`config.mk`:
```
export PLATFORM = sky130hd
export DESIGN_NAME = gpi_port_irq
export DESIGN_NICKNAME = d
export VERILOG_FILES = /design/src/gpi_pkg.sv /design/src/gpi_port_irq.sv
export SDC_FILE = /design/constraint.sdc
export NUM_CORES = 1
export LEC_CHECK = 0
export ABC_CLOCK_PERIOD_IN_PS = 4050
export BUFFER_PORTS_ARGS = -buffer_cell sky130_fd_sc_hd__buf_4
export CAP_MARGIN = 20
export CORE_MARGIN = 5
export CORE_UTILIZATION = 59
export DETAILED_ROUTE_END_ITERATION = 12
export HOLD_SLACK_MARGIN = 0.15
export PLACE_DENSITY = 0.81
export SLEW_MARGIN = 10
export SYNTH_ARGS = -nofsm -noshare
export SYNTH_HDL_FRONTEND = slang
export SYNTH_SLANG_ARGS = --single-unit
```
`constraint.sdc`:
```
create_clock -name mclk -period 4.05 [get_ports mclk]
set_clock_uncertainty 0.05 [all_clocks]
set_input_delay 0.81 -clock mclk [delete_from_list [all_inputs] [get_ports mclk]]
set_output_delay 0.81 -clock mclk [all_outputs]
set_load 0.1 [all_outputs]
```
`src/gpi_pkg.sv`:
```
// Purpose: constants for the port 0 pin interrupt block
// Assumes: 25 MHz mclk, 32-bit classic Wishbone, byte address = 4 * index
// Notes:   hold periods are counted in 1 ms ticks derived from mclk
package gpi_pkg;
   // --------------------------------------------------------------
   // register indices and address width
   // --------------------------------------------------------------
   localparam logic [7:0] IDX_MASK = 8'hdc;
   localparam logic [7:0] IDX_POL  = 8'hdd;
   localparam logic [7:0] IDX_CTRL = 8'hde;
   localparam logic [7:0] IDX_MODE = 8'hdf;
   localparam logic [7:0] IDX_STS  = 8'hf0;
   localparam logic [7:0] IDX_IEN  = 8'hf1;
   localparam int         ADR_W    = 10;
   // --------------------------------------------------------------
   // reset values and fields
   // --------------------------------------------------------------
   localparam logic [7:0] RST_MASK = 8'h00;
   localparam logic [7:0] RST_POL  = 8'hff;
   localparam logic [7:0] RST_CTRL = 8'h00;
   localparam logic [7:0] RST_MODE = 8'h00;
   localparam logic [7:0] RST_STS  = 8'h00;
   localparam logic [7:0] RST_IEN  = 8'h00;
   localparam int         CTRL_EN  = 7;
   localparam int         HOLD_LO  = 4;
   localparam int         HOLD_HI  = 6;
   localparam int         LINE_LO  = 0;
   localparam int         LINE_HI  = 3;
   // --------------------------------------------------------------
   // timing
   // --------------------------------------------------------------
   localparam int MCLK_HZ      = 25_000_000;
   localparam int TICK_MS      = 1;
   localparam int TICK_CYCLES  = MCLK_HZ / 1000 * TICK_MS;
   // hold period in ms per select code
   localparam logic [6:0] HOLD_MS [8] = '{7'h02, 7'h05, 7'h0a, 7'h14, 7'h28, 7'h3c, 7'h50, 7'h64};
   // system request line per routing code, zero means none
   localparam logic [4:0] ROUTE_IRQ [16] = '{5'h00, 5'h09, 5'h03, 5'h0a, 5'h04, 5'h05, 5'h07, 5'h06,
                                             5'h01, 5'h0b, 5'h00, 5'h0c, 5'h00, 5'h0e, 5'h00, 5'h0f};
endpackage : gpi_pkg

```
`src/gpi_port_irq.sv`:
```
// Purpose: pin level interrupt logic for one 8-pin port, Wishbone slave
// Assumes: pin inputs synchronous to mclk, one bus master
// Notes:   all state lives in one struct registered once per clock
//
// Decided for this implementation: register access over Wishbone.
`timescale 1ns/10ps
`default_nettype none

// What this block does
// - per-pin mask, one enables, resets zero
// - mask acts for input and output pins
// - per-pin polarity, one means low active
// - control bit 7 global enable, reset off
// - fire only after level outlasts hold period
// - hold select decodes 2 to 100 ms
// - routing codes 1 to 7 decode, code 0 disables
// - routing codes 8 to 15, three reserved
// - per-pin mode: continuous or once
module gpi_port_irq #(
   parameter int TICK_CYCLES = gpi_pkg::TICK_CYCLES
) (
   // clock and reset
   input  wire logic        mclk,
   input  wire logic        rst_n,
   // wishbone slave
   input  wire logic        wb_cyc_i,
   input  wire logic        wb_stb_i,
   input  wire logic        wb_we_i,
   input  wire logic [9:0]  wb_adr_i,
   input  wire logic [3:0]  wb_sel_i,
   input  wire logic [31:0] wb_dat_i,
   output var  logic [31:0] wb_dat_o,
   output var  logic        wb_ack_o,
   // port pins and requests
   input  wire logic [7:0]  gpio_pin_i,
   output var  logic        irq_o,
   output var  logic [15:0] irq_line_o
);

   typedef struct packed {
      logic [7:0]      mask;
      logic [7:0]      pol;
      logic [7:0]      ctrl;
      logic [7:0]      mode;
      logic [7:0]      sts;
      logic [7:0]      ien;
      logic [7:0][6:0] cnt;
      logic [7:0]      fired;
      logic [14:0]     div;
      logic            ack;
      logic [31:0]     dat;
      logic            irq;
      logic [15:0]     line;
   } gpi_state_s;

   gpi_state_s st_reg;
   gpi_state_s st_next;
   logic [7:0] qual_c;
   logic [7:0] evt_c;
   logic [6:0] lim_c;
   logic       tick_c;
   logic       req_c;
   logic       wr_c;
   logic [7:0] idx_c;
   logic [4:0] rt_c;

   // --------------------------------------------------------------
   // next state
   // --------------------------------------------------------------
   always_comb begin
      st_next = st_reg;
      idx_c   = wb_adr_i[9:2];
      req_c   = wb_cyc_i & wb_stb_i & ~st_reg.ack;
      // write lands at the edge where the master sees ack
      wr_c    = wb_cyc_i & wb_stb_i & st_reg.ack & wb_we_i & wb_sel_i[0];
      // 1 ms enable from the divider
      tick_c  = (st_reg.div == 15'(TICK_CYCLES - 1));
      st_next.div = tick_c ? 15'h0000 : st_reg.div + 15'h0001;
      lim_c   = gpi_pkg::HOLD_MS[st_reg.ctrl[gpi_pkg::HOLD_HI:gpi_pkg::HOLD_LO]];
      evt_c   = 8'h00;
      for (int i = 0; i < 8; i++) begin
         // qualified active level; pin level sensed in either direction
         qual_c[i] = st_reg.ctrl[gpi_pkg::CTRL_EN] & st_reg.mask[i] & (gpio_pin_i[i] ^ st_reg.pol[i]);
         if (!qual_c[i]) begin
            st_next.cnt[i]   = 7'h00;
            st_next.fired[i] = 1'b0;
         end else if (tick_c && (!st_reg.fired[i] || st_reg.mode[i])) begin
            // fire once the level has outlasted the period
            // at-or-above so a shorter period chosen mid-count still fires
            if (st_reg.cnt[i] >= lim_c) begin
               evt_c[i] = 1'b1;
               // continuous rearms, once waits for release
               if (st_reg.mode[i]) begin
                  st_next.cnt[i] = 7'h00;
               end else begin
                  st_next.fired[i] = 1'b1;
               end
            end else begin
               st_next.cnt[i] = st_reg.cnt[i] + 7'h01;
            end
         end
      end
      // bus answer, one cycle after the request
      st_next.ack = req_c;
      st_next.dat = 32'h0000_0000;
      if (req_c && !wb_we_i) begin
         case (idx_c)
            gpi_pkg::IDX_MASK: st_next.dat[7:0] = st_reg.mask;
            gpi_pkg::IDX_POL:  st_next.dat[7:0] = st_reg.pol;
            gpi_pkg::IDX_CTRL: st_next.dat[7:0] = st_reg.ctrl;
            gpi_pkg::IDX_MODE: st_next.dat[7:0] = st_reg.mode;
            gpi_pkg::IDX_STS:  st_next.dat[7:0] = st_reg.sts;
            gpi_pkg::IDX_IEN:  st_next.dat[7:0] = st_reg.ien;
            default:           st_next.dat = 32'h0000_0000;
         endcase
      end
      st_next.sts = st_reg.sts;
      if (wr_c) begin
         case (idx_c)
            gpi_pkg::IDX_MASK: st_next.mask = wb_dat_i[7:0];
            gpi_pkg::IDX_POL:  st_next.pol  = wb_dat_i[7:0];
            gpi_pkg::IDX_CTRL: st_next.ctrl = wb_dat_i[7:0];
            gpi_pkg::IDX_MODE: st_next.mode = wb_dat_i[7:0];
            gpi_pkg::IDX_STS:  st_next.sts  = st_reg.sts & ~wb_dat_i[7:0];
            gpi_pkg::IDX_IEN:  st_next.ien  = wb_dat_i[7:0];
            default:           st_next.ien  = st_reg.ien;
         endcase
      end
      // set beats a same-cycle clear
      st_next.sts = st_next.sts | evt_c;
      st_next.irq = |(st_next.sts & st_next.ien);
      // routing follows the control value being stored
      rt_c = gpi_pkg::ROUTE_IRQ[st_next.ctrl[gpi_pkg::LINE_HI:gpi_pkg::LINE_LO]];
      st_next.line = 16'h0000;
      // reserved or disabled codes drive nothing
      if (st_next.irq && rt_c != 5'h00) begin
         st_next.line[rt_c[3:0]] = 1'b1;
      end
   end

   // --------------------------------------------------------------
   // state register
   // --------------------------------------------------------------
   always_ff @(posedge mclk) begin
      if (!rst_n) begin
         st_reg      <= '0;
         st_reg.mask <= gpi_pkg::RST_MASK;
         st_reg.pol  <= gpi_pkg::RST_POL;
         st_reg.ctrl <= gpi_pkg::RST_CTRL;
         st_reg.mode <= gpi_pkg::RST_MODE;
         st_reg.sts  <= gpi_pkg::RST_STS;
         st_reg.ien  <= gpi_pkg::RST_IEN;
      end else begin
         st_reg <= st_next;
      end
   end

   assign wb_ack_o   = st_reg.ack;
   assign wb_dat_o   = st_reg.dat;
   assign irq_o      = st_reg.irq;
   assign irq_line_o = st_reg.line;
endmodule : gpi_port_irq

`default_nettype wire

```
# == After elaboration in Yosys (flattened, before gate mapping) ==
# Memories as Yosys holds them, arrays and structs flattened.
# Cells that the tools add are included.
# word_totals
rom_bits,136
n_memories,2
out_inout_bits,50
register_bits,177
# mem_list
name,words,word_bits,rd,rd_ports_with_merged_regs,wr,line_no,rtl
(no name shown),16,5,1,0,0,gpi_port_irq.sv:133,rt_c = gpi_pkg::ROUTE_IRQ[st_next.ctrl[gpi_pkg::LINE_HI:gpi_pkg::LINE_LO]];
(no name shown),8,7,1,0,0,gpi_port_irq.sv:79,lim_c = gpi_pkg::HOLD_MS[st_reg.ctrl[gpi_pkg::HOLD_HI:gpi_pkg::HOLD_LO]];
# classes
n_eq_ne,15
bitwise_logic,45
magnitude_cmp,12
mux,52
add_sub_neg,9
n_reduce_logical,61
# op_table
cell,n
$mux 7,18
$add 7x1->7 const B,8
$ge 7x7->1,8
$eq 8x8->1 const B,6
$pmux 8 s6,1
$reduce_and 2->1,22
$mux 28,1
$mux 1,25
$mux 8,3
$reduce_and 3->1,8
$and 1x1->1,21
$and 8x8->8,2
$ne 2x2->1 const B,8
$add 15x1->15 const B,1
$eq 15x15->1 const B,1
$logic_and 1x1->1,11
$mux 5,2
$not 1->1,10
$logic_not 1->1,9
$logic_or 1x1->1,8
$not 8->8,1
$or 8x8->8,1
$reduce_or 8->1,1
$xor 1x1->1,8
other kinds (10),10

# == Longest topological paths before layout ==
# depth
depth_word,13
depth_mapped,15

# == Least setup slack after synthesis ==
# No wires, ideal clock.
# synth_timing
path_kind,register to register
start,"register st_reg, in the netlist wb_ack_o"
end,"register st_reg, in the netlist irq_line_o[5]"
setup_ps,79
n_path_buf,3
t_arrival_ps,3274
synth_period_minus_slack_ps,3403
path_stages_with_launch,15
slack_ps,647
path_cell_list,dfxtp_1 -> nand4_1 -> nor2_1 -> and3_1 -> buf_2 -> buf_2 -> nand2_1 -> nand2_1 -> inv_1 -> ha_1 -> nand2b_1 -> a31o_2 -> buf_1 -> nand2b_1 -> nor3_1
# synth_rtl
element,line_no,rtl
"start, declared",gpi_port_irq.sv:56,gpi_state_s st_reg;
"start signal, assigned",gpi_port_irq.sv:154,st_reg <= st_next;

# == Worst setup path after layout ==
# layout_timing
start,register st_reg[157] in the netlist's numbering
end,"register st_reg, in the netlist irq_line_o[13]"
# layout_between
elab_chain_cells,13
# layout_lines
element,line_no,rtl
$not 3->4 (implied by the code) (*),gpi_port_irq.sv:79,
$mem_v2 8x7 (*),n/a,
$mux 7 (implied by the code) (*) (2 in a row),gpi_port_irq.sv:79,
$ge 7x7->1,gpi_port_irq.sv:90,if (st_reg.cnt[i] >= lim_c) begin
$mux 1,gpi_port_irq.sv:90,
$mux 1,gpi_port_irq.sv:87,end else if (tick_c && (!st_reg.fired[i] || st_reg.mode[i])) begin
$mux 1,gpi_port_irq.sv:84,if (!qual_c[i]) begin
$or 8x8->8 (*),gpi_port_irq.sv:130,st_next.sts = st_next.sts | evt_c;
$and 8x8->8 (*),gpi_port_irq.sv:131,st_next.irq = |(st_next.sts & st_next.ien);
$reduce_or 8->1 (*),gpi_port_irq.sv:131,
$logic_and 1x1->1 (*),gpi_port_irq.sv:136,if (st_next.irq && rt_c != 5'h00) begin
$reduce_and 2->1 (no line) (*),n/a,
# Every way passes the cells marked *; elsewhere a longest branch is shown, timed or not. The select of a mux whose other input is x is not followed.
# A chain may end at the register's enable or synchronous reset.

==> reports/results.txt <==
share of cells above drive strength 1: 0.137
CP max FO: 16
commonest non-fill, non-tap cells in the layout: 153 x dfxtp_1, 110 x nor2_1, 80 x nand2_1
LEAKAGE: 3.76 nW
Cells after Synth: 959
setup TNS: 0 ns
top cell family by delay on the critical path: compound AO/OA/AOI/OAI gates
max reg flops: 127
total die area: 16900 µm²
Worst-Skew Late Latency: 0.43 ns
DR WL/cell: 16.2 µm
postcts setup bufs: 0
Required @ worst endpoint: 4.28 ns
WP data arrival: 3.81 ns
hold crit path type: flip-flop to flip-flop
CTS resizes: 0
PortBufs: 55
period utilization: 0.883
initial antenna violation count: 0
first-pass GRT wire length: 31800 µm
# H-tree levels: 4
syn avg cell area: 8.83 µm²
flop-to-flop setup slack: 0.47 ns
R2R cell count: 12
via count: 6809
Setup WS post-layout: 0.473 ns
max-slew violation count: 0
largest area contributor in the synthesized netlist: dfxtp_1
Clock Tree Root: clkbuf_16
Yosys Warn Count: 0
CP max stage cell: dfxtp_1
Cell variety after synth: 61
final instance area: 9440 µm²
nets@finish: 1121
register area share after synthesis: 0.362
area post-placement: 8840 µm²
Die W: 130 µm
total track usage: 0.237
register bit count reported by yosys: 153
Initial Utilization: 0.605
max incr delay on CP: 0.40 ns
GPL Wtd Cong: 0.855
iteration-0 DRC count of the detailed router: 634
cell count along the critical path: 12
Area contributors post-synth: dfxtp_1 36%, ha_1 9.5%, xor2_1 5.2%, nor2_1 4.9%, buf_4 4.3%
Tmin final: 3.58 ns
unrepaired setup endpoints after global routing: no
ANT nets after route: 0
final setup vio count: 0
Post-Syn Area: 8470 µm²
Reg-to-Reg Start: st_reg[157]$_SDFFE_PN0P_
Core Box Area: 14000 µm²
PD cells: 347 nW/µm²
Worst-path clk slew: 0.06 ns
post-DP HPWL: 13700 µm
max cap viols: 0
Antenna Cells: 0
clock sink count: 153
Rows: 43
Worst setup SP type: flip-flop
worst slew pin tran: 0.758 ns
Worst VDD drop: 0.000272 V
I/O Pins: 109
Critical Path Source: st_reg[157]$_SDFFE_PN0P_
Post-Route WL: 19300 µm
Layout area overhead: 11.5%
most used cell, CP: ha_1
r2r endpoint: irq_line_o[13]$_SDFF_PN0_
status: finished clean
Final Total Pwr: 3.28 mW
Pre-Repair DR Iteration Count: 5
Post-Place Setup Slack: 0.462 ns
Max transition margin: 0.493
ys async rst share: 0
commonest non-fill, non-tap cell in the layout: dfxtp_1
vias in the first global route: 6486
crit-path cells: inv_1 -> ha_1 -> nand2b_1 -> ha_1 -> a21oi_1 -> o2111ai_1 -> a31oi_1 -> o22ai_1 -> a311oi_1 -> and4_1 -> buf_4 -> nor4_1
CTS Buffer Depth: 2
die height: 130 µm
Final Hold Fails: 0
crit path kind: flip-flop to flip-flop
remaining global-route overflow: 0
Max Clk Rate: 280 MHz
drt drc: 0
TritonCTS buffer count: 17
Worst setup EP type: flip-flop
Via density: 5.72
Hold-fix buffers, CTS: 0
EDFF count, synth: 0
sum of buffers and inverters on the critical path: 2
Top FF cell, synth: dfxtp_1
CTS tree: yes
Hold Slack: 0.424 ns
Synth top area share: 0.362
Critical path destination: irq_line_o[13]$_SDFF_PN0_
largest net degree at the start of global routing: 63
[synth_stat cells, types with 4 or more instances]
master     instances
mux2i_1           27
xor2_1            50
a211oi_1           6
nand4_1           27
xnor2_1            8
and4_1             4
ha_1              64
nor2_1           110
a21o_1             7
and3_1            20
buf_4             48
nand2b_1          19
dfxtp_1          153
nand2_1           80
o2111ai_1          7
clkbuf_1          19
inv_1             33
mux2_2            14
nand3_1           29
o211ai_1           9
o21ai_1            7
and2_1            18
a31o_2             5
nor3_1            20
a31oi_1            9
a21oi_1           40
a22oi_1           14
o21ai_0           20
mux4_2             8
nor2b_1           32
[layout make-up]
cell class,count,area (µm²)
clock buffers,19,453
clock inverters,13,144
well taps,180,225
repair buffers,70,526
inverters,33,124
flip-flops and latches,153,3060
multi-input cells,723,4910
fillers,1131,4550
[power breakdown]
part | internal [mW] | total, mW | switching (mW)
Sequential | 1.51 | 1.51 | 0.00322
Clock | 0.943 | 1.58 | 0.639
Combinational | 0.0392 | 0.187 | 0.148
Total | 2.49 | 3.28 | 0.790
[kinds of logic (layout without fill, tap and decap cells)]
kind of cell	count (synthesis)	in the layout	synth area share
flip-flops	153	153	0.362
multiplexers	49	49	0.0718
buffers and inverters	107	135	0.0708
AO/OA/AOI/OAI	143	143	0.109
other	1	25	0.000443
AND/OR/NAND/NOR	384	384	0.231
adder cells (fa/ha/maj)	64	64	0.0945
XOR/XNOR	58	58	0.0600
[how the worst min path moves through the flow]
stage	start	endpoint	slack, ns	depth (start not counted)
3_3_place_gp	st_reg[50]$_SDFF_PP0_	st_reg[50]$_SDFF_PP0_	0.39	1
3_5_place_dp	st_reg[50]$_SDFF_PP0_	st_reg[50]$_SDFF_PP0_	0.41	1
6_report	st_reg[66]$_SDFFE_PN0P_	st_reg[66]$_SDFFE_PN0P_	0.42	2
4_1_cts	st_reg[66]$_SDFFE_PN0P_	st_reg[66]$_SDFFE_PN0P_	0.42	2
5_1_grt	st_reg[71]$_SDFFE_PN0P_	st_reg[71]$_SDFFE_PN0P_	0.45	2
2_1_floorplan	st_reg[50]$_SDFF_PP0_	st_reg[50]$_SDFF_PP0_	0.38	1
[through the flow]
step                      cells   util
final                      1191  0.675
after global routing       1191  0.675
after CTS                  1191  0.675
after detailed placement   1159  0.632
after global placement     1159  0.632
after floorplan             983      -
[worst min-delay path, cell delays in order (launching register included)]
cell     delay, ns
dfxtp_1       0.33
nor2_1        0.05
nor2_1        0.07
[layer usage]
metal	global-route usage	routed length [µm]	up-vias	part of all wire
met1	0.318	8730	3214	0.45
met5	0	0	-	0
met2	0.383	8950	190	0.46
li1	-	-	3377	-
met3	0.0585	1340	28	0.070
met4	0.0654	280	0	0.015
Note: power is estimated with default switching activity, not from simulation.
